==> config.mk <==
export PLATFORM = sky130hd
export DESIGN_NAME = maie_top
export DESIGN_NICKNAME = d
export VERILOG_FILES = /design/src/rtl/maie_pkg.sv /design/src/rtl/maie_top.sv
export SDC_FILE = /design/constraint.sdc
export NUM_CORES = 1
export LEC_CHECK = 0
export BUFFER_PORTS_ARGS = -buffer_cell sky130_fd_sc_hd__buf_4
export CAP_MARGIN = 20
export CORE_AREA = 2 2 113 115
export CTS_CLUSTER_SIZE = 24
export DETAILED_ROUTE_END_ITERATION = 12
export DIE_AREA = 0 0 115 117
export PLACE_DENSITY_LB_ADDON = 0.05
export SKIP_CTS_REPAIR_TIMING = 1
export SLEW_MARGIN = 20
export SYNTH_ARGS = -nofsm -noshare
export SYNTH_HDL_FRONTEND = slang
export SYNTH_SLANG_ARGS = --single-unit
==> constraint.sdc <==
create_clock -name pclk -period 3.1 [get_ports pclk]
set_input_delay 0.155 -clock pclk [delete_from_list [all_inputs] [get_ports pclk]]
set_output_delay 0.155 -clock pclk [all_outputs]
set_load 0.01 [all_outputs]
==> src/rtl/maie_pkg.sv <==
// Shared constants and types for the mode-aware interrupt entry block.
// Assumes a 32-bit APB register bus and a 16-bit word-wide stack memory.
package maie_pkg;

  // Register byte offsets
  localparam logic [7:0] OFS_SYSCTL = 8'h00; // system_control_one
  localparam logic [7:0] OFS_CCR    = 8'h04; // condition_code_reg
  localparam logic [7:0] OFS_SP     = 8'h08; // stack_pointer
  localparam logic [7:0] OFS_FLAGS  = 8'h0C; // Request flags, write 1 clears
  localparam logic [7:0] OFS_ENABLE = 8'h10; // Per-source enables
  localparam logic [7:0] OFS_MODE   = 8'h14; // Mode and sequencer state
  localparam logic [7:0] OFS_ISTAT  = 8'h18; // Event status, write 1 clears
  localparam logic [7:0] OFS_IMASK  = 8'h1C; // Event mask

  // Control field positions in system_control_one
  localparam int BIT_SOFTWARE_STANDBY_FLAG  = 0; // software_standby_flag
  localparam int BIT_WSEL  = 1; // watch_select_bit
  localparam int BIT_DIRECT_TRANSFER_FLAG  = 2; // direct_transfer_flag
  localparam int BIT_LOW_SPEED_FLAG  = 3; // low_speed_flag
  localparam int SYSCTL_W  = 4;

  // Global mask position inside condition_code_reg
  localparam int CCR_I_BIT = 7;

  // Event status bits
  localparam int EV_WAKE  = 0; // Left a low-power mode
  localparam int EV_EXC   = 1; // Exception handler started
  localparam int EV_RTE   = 2; // Condition code restored
  localparam int EV_SLEEP = 3; // Entered a low-power mode
  localparam int EV_W     = 4;

  // Reset values
  localparam logic [7:0]  CCR_RST = 8'h80; // Masked out of reset
  localparam logic [15:0] SP_RST  = 16'h0000;
  localparam logic [15:0] WORD_STEP = 16'h0002; // One stacked word
  localparam logic [15:0] EVEN_MASK = 16'hFFFE; // Clears address bit 0
  localparam int MODE_SHIFT = 8; // Sequencer state field in OFS_MODE

  // System modes
  typedef enum logic [4:0] {
    MD_ACTIVE  = 5'h01,
    MD_SLEEP   = 5'h02,
    MD_STANDBY = 5'h04,
    MD_WATCH   = 5'h08,
    MD_SUBACT  = 5'h10
  } maie_mode_t;

  // Exception sequencer states
  typedef enum logic [4:0] {
    SQ_IDLE  = 5'h01,
    SQ_WAKE  = 5'h02,
    SQ_PUSH  = 5'h04,
    SQ_START = 5'h08,
    SQ_POP   = 5'h10
  } maie_seq_t;

  // Word-wide stack memory request
  typedef struct packed {
    logic        req;
    logic        we;
    logic [15:0] addr;
    logic [15:0] wdata;
  } maie_mem_req_t;

endpackage

==> src/rtl/maie_top.sv <==
// Interrupt acceptance, power-mode wake-up and exception entry/return.
// Assumes a single pclk domain; sub_tick marks subclock edges in pclk time,
// and the stack memory answers each request with a one-cycle mem_ack.
//
// Chosen here: register access over APB and the register offsets.
`timescale 1ns/1ps
`default_nettype none
module maie_top
  import maie_pkg::*;
#(
  parameter int          NSRC        = 8,
  parameter int          WAKE_CYCLES = 4,      // Oscillator settle before handler
  parameter logic [7:0]  ACC_ACTIVE  = 8'hFF,  // Sources accepted per mode
  parameter logic [7:0]  ACC_SLEEP   = 8'h07,
  parameter logic [7:0]  ACC_STANDBY = 8'h01,
  parameter logic [7:0]  ACC_WATCH   = 8'h03,
  parameter logic [7:0]  ACC_SUBACT  = 8'h03,
  parameter logic [7:0]  SUB_WAKE    = 8'h03   // Time base and irq0
) (
  // Clock and reset
  input  wire logic               pclk,
  input  wire logic               presetn,
  // APB slave
  input  wire logic               psel,
  input  wire logic               penable,
  input  wire logic               pwrite,
  input  wire logic [7:0]         paddr,
  input  wire logic [31:0]        pwdata,
  output logic [31:0]             prdata,
  output logic                    pready,
  output logic                    pslverr,
  // Interrupt sources and subclock
  input  wire logic [NSRC-1:0]    src_req,
  input  wire logic               sub_tick,
  // CPU core sequencer
  input  wire logic               sleep_exec,
  input  wire logic               rte_req,
  output logic                    exc_start,
  output logic [$clog2(NSRC)-1:0] exc_src,
  output logic                    cpu_run,
  output logic                    sub_clk_sel,
  // Stack memory
  output maie_mem_req_t           mem,
  input  wire logic               mem_ack,
  input  wire logic [15:0]        mem_rdata,
  // Interrupt line
  output logic                    irq
);

  localparam int SW = $clog2(NSRC);
  localparam int CW = $clog2(WAKE_CYCLES + 1);
  localparam logic [CW-1:0] WAKE_LOAD = CW'(WAKE_CYCLES - 1);

  // Core state
  maie_mode_t          mode, next_mode;        // Power mode
  maie_seq_t           seq, next_seq;          // Exception sequencer
  logic [7:0]          condition_code_reg, next_ccr;          // condition_code_reg
  logic [15:0]         sp, next_sp;            // stack_pointer
  logic [CW-1:0]       cnt, next_cnt;          // Wake delay
  logic [SW-1:0]       next_src;               // Source being served
  maie_mem_req_t       next_mem;               // Memory request
  // Configuration
  logic [SYSCTL_W-1:0] sysctl, next_sysctl;    // system_control_one
  logic [NSRC-1:0]     enable, next_enable;    // Source enables
  logic [EV_W-1:0]     imask, next_imask;      // Event mask
  // Flags and status
  logic [NSRC-1:0]     flags, next_flags;      // Request flags
  logic [EV_W-1:0]     istat, next_istat;      // Sticky events
  logic [EV_W-1:0]     ev;                     // Event pulses
  logic [31:0]         next_prdata;            // Read data
  // Decode
  logic                wr, rd_setup, mapped;
  logic [NSRC-1:0]     acc, pend;
  logic                take, low_power;
  logic [SW-1:0]       first_src;

  assign wr       = psel & penable & pwrite;
  assign rd_setup = psel & ~penable & ~pwrite;
  assign pready   = psel & penable;            // Zero wait states
  assign mapped   = (paddr[1:0] == 2'b00) && (paddr <= OFS_IMASK);
  assign pslverr  = psel & penable & ~mapped;

  // Acceptance mask for the present mode
  always_comb begin
    case (mode)
      MD_ACTIVE:  acc = ACC_ACTIVE[NSRC-1:0];
      MD_SLEEP:   acc = ACC_SLEEP[NSRC-1:0];
      MD_STANDBY: acc = ACC_STANDBY[NSRC-1:0];
      MD_WATCH:   acc = ACC_WATCH[NSRC-1:0];
      MD_SUBACT:  acc = ACC_SUBACT[NSRC-1:0];
      default:    acc = '0;
    endcase
  end

  // Per-source request flags; set beats the software clear
  genvar gi;
  generate
    for (gi = 0; gi < NSRC; gi++) begin : g_flag
      logic set_i, clr_i;
      // Watch mode samples only on subclock ticks
      assign set_i = src_req[gi] & acc[gi] & ((mode != MD_WATCH) | sub_tick);
      assign clr_i = wr & (paddr == OFS_FLAGS) & pwdata[gi];
      assign next_flags[gi] = set_i | (flags[gi] & ~clr_i);
    end
  endgenerate

  // Gate by enable and global mask
  assign pend      = flags & enable;
  assign take      = (|pend) & ~condition_code_reg[CCR_I_BIT];
  assign low_power = (mode == MD_SLEEP) || (mode == MD_STANDBY) || (mode == MD_WATCH);
  assign cpu_run   = (mode == MD_ACTIVE) || (mode == MD_SUBACT);
  assign sub_clk_sel = (mode == MD_SUBACT);
  assign exc_start = (seq == SQ_START);

  // Lowest pending source wins
  always_comb begin
    first_src = '0;
    for (int i = NSRC - 1; i >= 0; i--) begin
      if (pend[i]) begin
        first_src = SW'(i);
      end
    end
  end

  // Mode, sequencer, condition code and stack pointer
  always_comb begin
    next_mode = mode;
    next_seq  = seq;
    next_ccr  = condition_code_reg;
    next_sp   = sp;
    next_cnt  = cnt;
    next_src  = exc_src;
    next_mem  = mem;
    ev        = '0;
    // Software writes, overridden below by the sequencer
    if (wr && (paddr == OFS_CCR)) begin
      next_ccr = pwdata[7:0];
    end
    if (wr && (paddr == OFS_SP)) begin
      next_sp = pwdata[15:0];
    end
    case (seq)
      SQ_IDLE: begin
        if (take) begin
          next_src = first_src;
          if (low_power) begin
            next_seq = SQ_WAKE;                  // Wake first
            next_cnt = WAKE_LOAD;
          end else begin
            next_seq = SQ_PUSH;
            next_mem = '{req: 1'b1, we: 1'b1,    // Word write
                         addr: (sp - WORD_STEP) & EVEN_MASK,
                         wdata: {condition_code_reg, condition_code_reg}};     // Both bytes
          end
        end else if (rte_req && cpu_run) begin
          next_seq = SQ_POP;
          next_mem = '{req: 1'b1, we: 1'b0,      // Word read
                       addr: sp & EVEN_MASK,
                       wdata: 16'h0000};
        end else if (sleep_exec && cpu_run) begin
          ev[EV_SLEEP] = 1'b1;
          if (sysctl[BIT_DIRECT_TRANSFER_FLAG] && !sysctl[BIT_LOW_SPEED_FLAG]) begin
            next_mode = MD_WATCH;
          end else if (!sysctl[BIT_SOFTWARE_STANDBY_FLAG]) begin
            next_mode = MD_SLEEP;
          end else if (sysctl[BIT_WSEL]) begin
            next_mode = MD_WATCH;
          end else begin
            next_mode = MD_STANDBY;
          end
        end
      end
      SQ_WAKE: begin
        if (cnt == '0) begin
          ev[EV_WAKE] = 1'b1;
          // Low speed and a time base or irq0 source
          if ((mode == MD_WATCH) && sysctl[BIT_LOW_SPEED_FLAG] &&
              |(pend & SUB_WAKE[NSRC-1:0])) begin
            next_mode = MD_SUBACT;
          end else begin
            next_mode = MD_ACTIVE;
          end
          next_seq = SQ_PUSH;                    // Mode settled
          next_mem = '{req: 1'b1, we: 1'b1,
                       addr: (sp - WORD_STEP) & EVEN_MASK,
                       wdata: {condition_code_reg, condition_code_reg}};
        end else begin
          next_cnt = cnt - 1'b1;
        end
      end
      SQ_PUSH: begin
        if (mem_ack) begin
          next_mem  = '0;
          next_sp   = sp - WORD_STEP;
          next_ccr  = condition_code_reg | (8'h01 << CCR_I_BIT); // Mask further entry
          next_seq  = SQ_START;
        end
      end
      SQ_START: begin
        ev[EV_EXC] = 1'b1;                       // Handler starts
        next_seq   = SQ_IDLE;
      end
      SQ_POP: begin
        if (mem_ack) begin
          next_mem   = '0;
          next_ccr   = mem_rdata[15:8];          // Even byte only
          next_sp    = sp + WORD_STEP;
          ev[EV_RTE] = 1'b1;
          next_seq   = SQ_IDLE;
        end
      end
      default: begin
        next_seq = SQ_IDLE;
        next_mem = '0;
      end
    endcase
  end

  // Configuration registers
  always_comb begin
    next_sysctl = sysctl;
    next_enable = enable;
    next_imask  = imask;
    if (wr && (paddr == OFS_SYSCTL)) begin
      next_sysctl = pwdata[SYSCTL_W-1:0];
    end
    if (wr && (paddr == OFS_ENABLE)) begin
      next_enable = pwdata[NSRC-1:0];
    end
    if (wr && (paddr == OFS_IMASK)) begin
      next_imask = pwdata[EV_W-1:0];
    end
  end

  // Sticky events; a new event wins over a write-one clear
  always_comb begin
    next_istat = istat;
    if (wr && (paddr == OFS_ISTAT)) begin
      next_istat = istat & ~pwdata[EV_W-1:0];
    end
    next_istat = next_istat | ev;
  end

  assign irq = |(istat & imask);

  // Read mux, captured in the setup cycle
  always_comb begin
    next_prdata = prdata;
    if (rd_setup) begin
      case (paddr)
        OFS_SYSCTL: next_prdata = 32'(sysctl);
        OFS_CCR:    next_prdata = 32'(condition_code_reg);
        OFS_SP:     next_prdata = 32'(sp);
        OFS_FLAGS:  next_prdata = 32'(flags);
        OFS_ENABLE: next_prdata = 32'(enable);
        OFS_MODE:   next_prdata = 32'(mode) | (32'(seq) << MODE_SHIFT);
        OFS_ISTAT:  next_prdata = 32'(istat);
        OFS_IMASK:  next_prdata = 32'(imask);
        default:    next_prdata = 32'h0000_0000;
      endcase
    end
  end

  // All state registers
  always_ff @(posedge pclk or negedge presetn) begin
    if (!presetn) begin
      mode    <= MD_ACTIVE;
      seq     <= SQ_IDLE;
      condition_code_reg     <= CCR_RST;
      sp      <= SP_RST;
      cnt     <= '0;
      exc_src <= '0;
      mem     <= '0;
      sysctl  <= '0;
      enable  <= '0;
      imask   <= '0;
      flags   <= '0;
      istat   <= '0;
      prdata  <= 32'h0000_0000;
    end else begin
      mode    <= next_mode;
      seq     <= next_seq;
      condition_code_reg     <= next_ccr;
      sp      <= next_sp;
      cnt     <= next_cnt;
      exc_src <= next_src;
      mem     <= next_mem;
      sysctl  <= next_sysctl;
      enable  <= next_enable;
      imask   <= next_imask;
      flags   <= next_flags;
      istat   <= next_istat;
      prdata  <= next_prdata;
    end
  end

endmodule // maie_top
`default_nettype wire

==> summary.md, run 1 <==
| Metric | Value |
|---|---|
| CP Max Fanout | `9` |
| Die ar. | `0.0135 mm²` |
| Antenna Cells | `0` |
| Max FFs per register | `25` |
| Commonest non-fill, non-tap cells in the layout | `131 x buf_4, 106 x dfrtp_1, 77 x nand2_1` |
| Largest net degree at the start of global routing | `56` |
| Worst-skew pair later-pin latency | `0.36 ns` |
| Iter 0 DRT Violations | `378` |
| Met3 GRT Util | `4.69%` |
| Cell Area, Synth | `0.00663 mm²` |
| Total CTS buffers | `9` |
| Met2 Use GR | `52.6%` |
| Worst hold path depth | `2` |
| Share of layout cells above drive strength 1 | `27.6%` |
| Status | `completed` |
| Gpl congestion | `0.929` |
| YS warnings | `0` |
| PwrDens | `526 mW/mm²` |
| FFs w/ async S/R, synth | `100%` |
| CTS max path bufs | `2` |
| Sequential fraction of the synthesis area | `41.2%` |
| CP required | `3.35 ns` |
| Setup TNS | `0 ns` |
| Mean Syn Cell Area | `9.68 µm²` |
| Port Buffers | `106` |
| Die width | `115 µm` |
| Routed Antenna Nets | `0` |
| Worst hold-check path type | `in2reg` |
| Worst-path clk slew | `0.07 ns` |
| GRT met1 Usage | `38.7%` |
| Most common cell after layout, fill and taps aside | `buf_4` |
| Fin crit period | `2.63 ns` |
| Die height | `117 µm` |
| Core box area | `0.0123 mm²` |
| F_max | `0.380 GHz` |
| Yosys top cell by area | `dfrtp_1` |
| CP peak stage delay | `0.68 ns` |
| I/O Pins | `148` |
| Top reg by flops | `mem` |
| Root Buffer | `clkbuf_16` |
| Setup WS post-layout | `0.468 ns` |
| # DRC | `0` |
| Worst slew pin tran | `0.788 ns` |
| Clock Sinks | `109` |
| Arr. time, crit path | `2.88 ns` |
| Biggest regs | `mem (25), prdata (16), sp (16)` |
| CTS tree | `yes` |
| Peak VDD IR | `0.345 mV` |
| Top cells by area, synth | `dfrtp_1 40%, mux2_2 5.4%, nand2_1 4.4%, mux2i_1 3.6%, buf_4 2.8%` |
| Worst setup SP type | `flop` |
| Pre-CTS WS | `0.510 ns` |
| GRT Util Overall | `30.9%` |
| Row count | `41` |
| Final wirelength | `20.3 mm` |
| #FFs+latches synth | `109` |
| Post-DR vias/cell | `6.41` |
| Initial Utilization | `53.9%` |
| Drt wl/cell | `21.8 µm` |
| Period utilization | `84.9%` |
| Initial antenna violation count | `0` |
| DRT Pass-1 Iters | `5` |
| R2r worst-path depth | `7` |
| First-pass GRT wire length | `31.6 mm` |
| GR Overflow Total | `0` |
| Slew Limit Fails | `0` |
| Top Usage Layer GRT | `met2` |
| MaxCap Viol Count | `0` |
| Final setup fails | `0` |
| Number of synthesized flops with an enable pin | `0` |
| WS Path Type | `reg2reg` |
| RSZ-0062 raised after global routing | `false` |
| Synth Flop Type | `dfrtp_1` |
| Area Growth Syn to Fin | `17.4%` |
| Final Hold Viols | `0` |
| Final Skew | `0.0105 ns` |
| HPWL after detailed placement | `15.0 mm` |
| DR vias | `5956` |
| Leakage | `3.47 nW` |
| CP max-delay cell | `or4b_2` |
| Critical-path cell list | `inv_1, ha_1, or4b_2, nor4_1, xnor2_1, o2bb2ai_1, mux2_2` |
| Area fraction of the dominant cell type after synthesis | `40.0%` |
| Cells after Synth | `685` |
| Number of global-route vias before repair | `5822` |
| Yosys cell types | `74` |
| Critical path capture point type | `flop` |
| Nets | `852` |
| Relative slew slack | `47.0%` |
| CTS H-tree depth | `3` |
| Min Hold Slack | `0.0153 ns` |
[cells in the mapped netlist (all sizes together) (4+ instances only)]
master	instances
nor3	19
a31oi	10
xnor2	5
xor2	8
inv	18
mux2	34
o211ai	5
nor2	34
o221a	7
and3	7
o2bb2ai	6
mux2i	24
a22oi	15
nand3	20
nand2	77
a221o	9
ha	5
a21oi	26
dfrtp	106
a221oi	10
o31ai	15
a22o	17
o21ai	30
clkbuf	37
nor4	14
buf	34
and2	16
a222oi	4
or3	7
o22ai	11
nor2b	4
[final timing paths]
| path | end | slack (ns) | start |
|---|---|---|---|
| max | mem[29] | 0.47 | sp[1] |
| min | flags[3] | 0.02 | src_req[3] |
| max reg2reg | mem[29] | 0.47 | sp[1] |
| min reg2reg | prdata[15] | 0.48 | prdata[15] |
| max in group asynchronous | seq[0] | 1.82 | presetn |
| min in group asynchronous | mem[11] | 0.41 | presetn |
[metrics by stage]
stage	area (µm²)	power [mW]	util [%]	std cells
final	7780	4.10	63.2	929
after global routing	7780	4.31	63.2	929
after CTS	7770	4.11	63.2	928
after detailed placement	7470	2.90	60.7	912
after global placement	7470	2.87	60.7	912
after floorplan	6690	2.48	-	701
[cell families (layout without fill, tap and decap cells)]
group / count (synthesis) / in the layout / synth area share [%]
other: 1 / 17 / 0.0565
adders and majority gates: 5 / 5 / 0.943
DFF: 109 / 109 / 41.2
buffers and inverters: 89 / 167 / 7.32
xor gates and xnor gates: 13 / 13 / 1.72
and+or+nand+nor: 223 / 223 / 17.4
AOI/OAI and AO/OA: 186 / 186 / 21.5
muxes: 59 / 59 / 9.85
[per-layer routing]
layer / part of all wire, % / up-vias / wire length, µm
li1: - / 2703 / -
met1: 40 / 2934 / 8130
met2: 50 / 265 / 10100
met3: 6.3 / 54 / 1270
met4: 3.7 / 0 / 752
met5: 0 / - / 0
[final cells by class]
| type | instances | area, µm² |
|---|---|---|
| repair buffers | 133 | 1010 |
| multi-input cells | 503 | 3480 |
| flip-flops and latches | 109 | 2730 |
| well taps | 150 | 188 |
| inverters | 18 | 67.6 |
| clock inverters | 6 | 68.8 |
| clock buffers | 10 | 239 |
| fillers | 1107 | 4530 |
[worst max-delay path, delay by kind of cell (launching register included)]
kind	cells	cell delay, ns
AO/OA/AOI/OAI	1	0.08
AND/OR/NAND/NOR	2	1.00
adder cells (fa/ha/maj)	1	0.30
flip-flops	1	0.51
multiplexers	1	0.27
XOR/XNOR	1	0.19
buffers and inverters	1	0.18
[where the power goes]
| group | internal, mW | total [mW] | switching, mW |
|---|---|---|---|
| sequential | 1.58 | 1.75 | 0.170 |
| combinational | 0.538 | 1.13 | 0.596 |
| clock | 0.657 | 1.21 | 0.556 |
| total | 2.77 | 4.10 | 1.32 |
Power figures use the tool's default switching activity.
==> run 2: changes to the inputs <==
- ABC_AREA: not set -> 1
- clock period: 3.1 -> 2.65 ns (I/O delays scaled with it)
==> run 2 against run 1 <==
  * Clock skew down 0.0023 ns
  * Core utilization down 0.28 points
  * Largest power group unchanged
  * Final cell count up 29%
  * Via count up 8.9%
  * Cell area down 0.45%
  * Critical path depth up 1
  * Combinational power up 110%
  * First-iteration DRC count up 63%
  * The flow now finishes with violations (hold timing)
  * Power up 48%
  * Non-clock buffer count down 14
==> summary.md, run 2 <==
| Metric | Value |
|---|---|
| Post-DR vias/cell | `5.40` |
| DRT Pass-1 Iters | `7` |
| Root Buffer | `clkbuf_16` |
| CP max-delay cell | `dfstp_2` |
| RSZ-0062 raised after global routing | `false` |
| Synth Area in XOR/XNOR | `1.32%` |
| Worst-skew pair later-pin latency | `0.36 ns` |
| Share of layout cells above drive strength 1 | `17.4%` |
| CTS H-tree depth | `3` |
| Nets | `1123` |
| Antenna Cells | `0` |
| Fin crit period | `2.09 ns` |
| Final Skew | `0.00817 ns` |
| MaxCap Viol Count | `0` |
| Most common cell after layout, fill and taps aside | `nand2_1` |
| Final Hold Viols | `1` |
| Mux cell area share after synthesis | `0%` |
| #FFs+latches synth | `109` |
| Initial Utilization | `54.0%` |
| Compound-Gate Fraction of Synth Area | `8.26%` |
| Top-count cell post-synth | `nand2_1` |
| Routed Antenna Nets | `0` |
| Final Power | `6.08 mW` |
| Simple logic cell fraction of the synthesized area | `38.4%` |
| Clock Sinks | `109` |
| GRT Util Overall | `30.2%` |
| Yosys top cell by area | `dfrtp_1` |
| Biggest regs | `mem (25), prdata (16), sp (16)` |
| # DRC | `0` |
| Top cells by area, synth | `dfrtp_1 40%, nand2_1 21%, nand3_1 6.5%, inv_1 4.5%, o21ai_0 4.3%` |
| Cell Area, Synth | `0.00665 mm²` |
| CTS tree | `yes` |
| Iter 0 DRT Violations | `618` |
| Most used cell, CP | `nor2_1` |
| Setup TNS | `0 ns` |
| CP Max Fanout | `15` |
| Crit path max-delay family | `simple AND/OR/NAND/NOR gates` |
| YS warnings | `0` |
| Drt wl/cell | `16.3 µm` |
| Final setup fails | `0` |
| DR vias | `6484` |
| Die width | `115 µm` |
| Worst hold-check path type | `in2reg` |
| Min Hold Slack | `-0.00587 ns` |
| Relative slew slack | `62.7%` |
| Arr. time, crit path | `2.39 ns` |
| Yosys cell types | `41` |
| Mean Syn Cell Area | `7.01 µm²` |
| Synth Flop Type | `dfrtp_1` |
| I/O Pins | `148` |
| Row count | `41` |
| Commonest non-fill, non-tap cells in the layout | `378 x nand2_1, 117 x buf_4, 106 x dfrtp_1` |
| Largest net degree at the start of global routing | `39` |
| Worst slew pin tran | `0.559 ns` |
| Post-Synth Adder-Cell Area | `0.941%` |
| Number of global-route vias before repair | `5796` |
| Die ar. | `0.0135 mm²` |
| Status | `finished with violations` |
| Critical-path cell list | `nor2_2, nand3_2, nor2_1, inv_2, nand2_2, nor2_1, nand2_1, nand3_1` |
| Cells after Synth | `948` |
| Initial antenna violation count | `0` |
| Max FFs per register | `25` |
| Final wirelength | `19.5 mm` |
| GR Overflow Total | `0` |
| Leakage | `4.31 nW` |
| Worst-path clk slew | `0.08 ns` |
| CTS max path bufs | `2` |
| Critical path capture point type | `flop` |
| WS Path Type | `reg2reg` |
| First-pass GRT wire length | `31.1 mm` |
| FFs w/ async S/R, synth | `100%` |
| Non-Filler Instances | `1200` |
| Area Growth Syn to Fin | `16.5%` |
| F_max | `0.478 GHz` |
| Sequential fraction of the synthesis area | `41.1%` |
| CP bufs+invs | `1` |
| CP required | `2.94 ns` |
| Area fraction of the dominant cell type after synthesis | `39.9%` |
| Core box area | `0.0123 mm²` |
| PwrDens | `784 mW/mm²` |
| Period utilization | `79.0%` |
| Top reg by flops | `mem` |
| Port Buffers | `106` |
| Gpl congestion | `0.995` |
| # fillers | `1193` |
| Die height | `117 µm` |
| Total CTS buffers | `9` |
| HPWL after detailed placement | `15.1 mm` |
| Slew Limit Fails | `0` |
| Failing checks | `hold timing` |
| CP peak stage delay | `0.56 ns` |
| Largest family of logic cells by synthesized area | `simple AND/OR/NAND/NOR gates` |
| Peak VDD IR | `0.364 mV` |
| Worst setup SP type | `flop` |
| Number of synthesized flops with an enable pin | `0` |
| Most frequent cells after synthesis | `378 x nand2_1, 106 x dfrtp_1, 86 x nand3_1` |
| Dpl cells | `1182` |
[run 2: changes by cell type in the layout (fill, tap and decap cells not counted), sizes merged, moves of 24 or more]
cell,previous run,this run
nand2,77,399
nand3,20,90
inv,20,86
nor2,34,73
mux2,34,0
o21ai,30,63
mux2i,24,0
[run 2: kinds of logic (layout without fill, tap and decap cells)]
logic type / count (synthesis) / after routing
AND/OR/NAND/NOR: 588 / 588
AO/OA/AOI/OAI: 100 / 100
adder cells (fa/ha/maj): 5 / 5
buffers and inverters: 135 / 221
flip-flops: 109 / 109
other: 1 / 17
XOR/XNOR: 10 / 10
[run 2: where the power goes]
group / switching (mW) / total [mW] / internal (mW)
combinational: 1.57 / 2.34 / 0.776
clock: 0.648 / 1.39 / 0.739
sequential: 0.370 / 2.35 / 1.98
total: 2.58 / 6.08 / 3.49
[run 2: worst paths after layout]
check / start / slack (ns) / to / cells after the start
min in group asynchronous: presetn / 0.28 / enable[2] / 2
max in group asynchronous: presetn / 1.54 / seq[0] / 3
hold reg to reg: mem[32] / 0.47 / mem[32] / 2
setup reg to reg: seq[0] / 0.56 / condition_code_reg[1] / 8
hold / removal: src_req[2] / -0.006 / flags[2] / 2
setup / recovery: seq[0] / 0.56 / condition_code_reg[1] / 8
[run 2: area by class of cell]
class	instances	area [µm²]	area share (%)
multi-input combinational	720	3320	42.8
sequential	109	2730	35.2
timing repair buffer	119	898	11.6
inverter	86	323	4.17
clock buffer	11	233	3.00
tap	150	188	2.42
clock inverter	5	60.1	0.775
[run 2: layer usage]
metal	global-route usage [%]	vias to the layer above	wire length [µm]
met5	0	-	0
met4	9.96	0	435
met3	5.97	33	1660
met2	43.3	261	8140
met1	45.9	3008	9310
li1	-	3182	-
[run 2: through the flow]
step / hold slack, ns / util (%) / setup WS (ns) / cell area (µm²)
after floorplan: -0.163 / - / 0.980 / 6710
after global placement: 0.132 / 60.4 / 0.643 / 7440
after detailed placement: 0.134 / 60.4 / 0.634 / 7440
after CTS: -0.250 / 62.8 / 0.605 / 7730
after global routing: 0.00654 / 62.9 / 0.385 / 7750
final: -0.00587 / 62.9 / 0.556 / 7750
==> run 3: changes to the inputs <==
- CORE_AREA: 2 2 113 115 -> 2 2 119 121
- DIE_AREA: 0 0 115 117 -> 0 0 121 123
- clock period: 2.65 -> 1.8 ns (I/O delays scaled with it)
==> run 3 against run 2 <==
  * Flip-flop and latch count did not move
  * Final cell count rose by 8.2%
  * Sequential share of layout area is 2.9 points lower
  * Sequential power up 45%
  * Power increased by 58%
  * Maximum frequency increased by 21%
  * Clock-buffer cell count decreased by 1
  * Largest power group is now combinational logic
  * Global-route usage fell by 2.6 points
  * Largest cell class unchanged
  * Combinational power grew 81%
  * Die area grew 11%
  * The run still ends with hold timing left
  * Critical path type unchanged
  * Worst setup slack got worse by 0.49 ns
==> summary.md, run 3 (same netlist as run 2, synthesis figures left out) <==
| Metric | Value |
|---|---|
| Status | `finished with violations` |
| Failing checks | `hold timing` |
| GR Overflow Total | `0` |
| Number of global-route vias before repair | `5752` |
| Final setup fails | `0` |
| I/O Pins | `148` |
| Dpl cells | `1262` |
| F_max | `0.577 GHz` |
| Die ar. | `0.0149 mm²` |
| Root Buffer | `clkbuf_16` |
| Most common cell after layout, fill and taps aside | `nand2_1` |
| RSZ-0062 raised after global routing | `true` |
| Net Sw Frac | `41.5%` |
| Max FFs per register | `25` |
| Worst hold-check path type | `in2reg` |
| Port Buffers | `106` |
| CP required | `2.04 ns` |
| Final core occ | `62.0%` |
| Peak VDD IR | `0.494 mV` |
| Most used cell, CP | `nand2_1` |
| R2r setup slk | `0.07 ns` |
| # DRC | `0` |
| CTS max path bufs | `2` |
| Die height | `123 µm` |
| Worst-skew pair later-pin latency | `0.35 ns` |
| Min-delay src | `mem_rdata[14]` |
| DRT Pass-1 Iters | `5` |
| Slew Limit Fails | `0` |
| Die width | `121 µm` |
| GRT Util Overall | `27.6%` |
| First-pass GRT wire length | `31.4 mm` |
| Nets | `1191` |
| Clock Sinks | `109` |
| R2r worst-path depth | `12` |
| Critical path capture point type | `flop` |
| Worst Hold End | `condition_code_reg[6]` |
| Worst setup SP type | `flop` |
| Fin crit period | `1.73 ns` |
| GRT met1 Usage | `43.3%` |
| Arr. time, crit path | `1.97 ns` |
| Part of the power in the clock network | `20.4%` |
| Initial antenna violation count | `0` |
| HPWL after detailed placement | `15.9 mm` |
| Top Usage Layer GRT | `met1` |
| Non-Filler Instances | `1298` |
| Post-DR vias/cell | `5.19` |
| Final wirelength | `20.7 mm` |
| Min Hold Slack | `-0.0176 ns` |
| Met3 GRT Util | `4.11%` |
| Antenna Cells | `0` |
| Total CTS buffers | `9` |
| Final Hold Viols | `6` |
| Final Skew | `0.00993 ns` |
| Pint | `5.61 mW` |
| WS Path Type | `reg2reg` |
| Top reg by flops | `mem` |
| Routed Antenna Nets | `0` |
| Flop pwr share | `35.4%` |
| CP peak stage delay | `0.38 ns` |
| Met2 Use GR | `39.7%` |
| Leakage | `4.66 nW` |
| Area Growth Syn to Fin | `26.9%` |
| Initial Utilization | `48.9%` |
| Commonest non-fill, non-tap cells in the layout | `370 x nand2_1, 170 x buf_4, 104 x dfrtp_1` |
| Worst-path clk slew | `0.08 ns` |
| Gpl congestion | `0.967` |
| Worst R2R Start | `cnt[1]` |
| Biggest regs | `mem (25), prdata (16), sp (16)` |
| DR vias | `6733` |
| Share of layout cells above drive strength 1 | `23.3%` |
| MaxCap Viol Count | `0` |
| PwrDens | `1140 mW/mm²` |
| CTS H-tree depth | `3` |
| Iter 0 DRT Violations | `577` |
| Period utilization | `96.2%` |
| CTS tree | `yes` |
| CP Max Fanout | `12` |
| Worst r2r dst | `mem[11]` |
| CP max-delay cell | `dfrtp_1` |
| Drt wl/cell | `15.9 µm` |
| Largest net degree at the start of global routing | `52` |
| Critical-path cell list | `inv_1, ha_1, inv_1, nor2_1, buf_4, nor2_4, nor2_2, nand2_1, nand2_4, nand2_4, nand2_1, nand2_1` |
| Core box area | `0.0136 mm²` |
| Row count | `43` |
| Net Switching | `3.98 mW` |
| Worst hold path depth | `3` |
| Gate power share | `44.2%` |
[run 3: changes by cell type in the layout (fill, tap and decap cells not counted), moves of 3 or more]
| cell | change |
|---|---|
| dlygate4sd3_1 | +11 |
| nor2_4 | +3 |
| buf_12 | +3 |
| nand2_2 | +6 |
| nand2_1 | -8 |
| nor2_2 | +5 |
| buf_4 | +53 |
| nor2_1 | -8 |
[run 3: area by class of cell]
class	instances	area, µm²
flip-flops and latches	109	2730
repair buffers	186	1470
clock buffers	10	239
well taps	180	225
clock inverters	6	46.3
inverters	86	323
multi-input cells	721	3410
fillers	1345	5170
[run 3: how the worst max path moves through the flow]
stage / from / endpoint / slack [ns] / cells past startpoint
final: cnt[1] / mem[11] / 0.07 / 12
after detailed placement: enable[2] / mem[33] / 0.03 / 11
after global routing: flags[1] / mode[4] / -0.02 / 11
after CTS: enable[2] / mem[33] / 0.01 / 11
after floorplan: cnt[0] / mem[8] / 0.13 / 12
after global placement: seq[3] / mem[27] / 0.04 / 9
[run 3: worst max-delay path: cells and delay by family (launching register included)]
family                   cells  cell delay [ns]
AND/OR/NAND/NOR              8             0.84
adder cells (fa/ha/maj)      1             0.14
buffers and inverters        3             0.25
flip-flops                   1             0.38
[run 3: power groups by stage]
stage               registers (mW)  clock network [mW]  logic [mW]
CTS                           3.37                1.98        4.00
finish                        3.40                1.96        4.24
global placement              3.41                   0        3.95
detailed placement            3.42                   0        3.98
floorplan                     3.30                   0        2.61
global route                  3.46                2.08        4.68
[run 3: per-layer routing]
metal / routed length, µm / vias up
met2: 8870 / 279
met3: 1600 / 26
met1: 9860 / 3112
li1: - / 3316
met4: 328 / 0
met5: 0 / -
[run 3: through the flow]
stage	power (mW)	TNS, ns	worst slack [ns]	instance area, µm²
after detailed placement	7.39	0	0.0285	7890
after CTS	9.35	0	0.0142	8170
final	9.59	0	0.0680	8440
after global placement	7.36	0	0.0397	7890
after global routing	10.2	-0.136	-0.0242	8440
after floorplan	5.91	0	0.130	6710
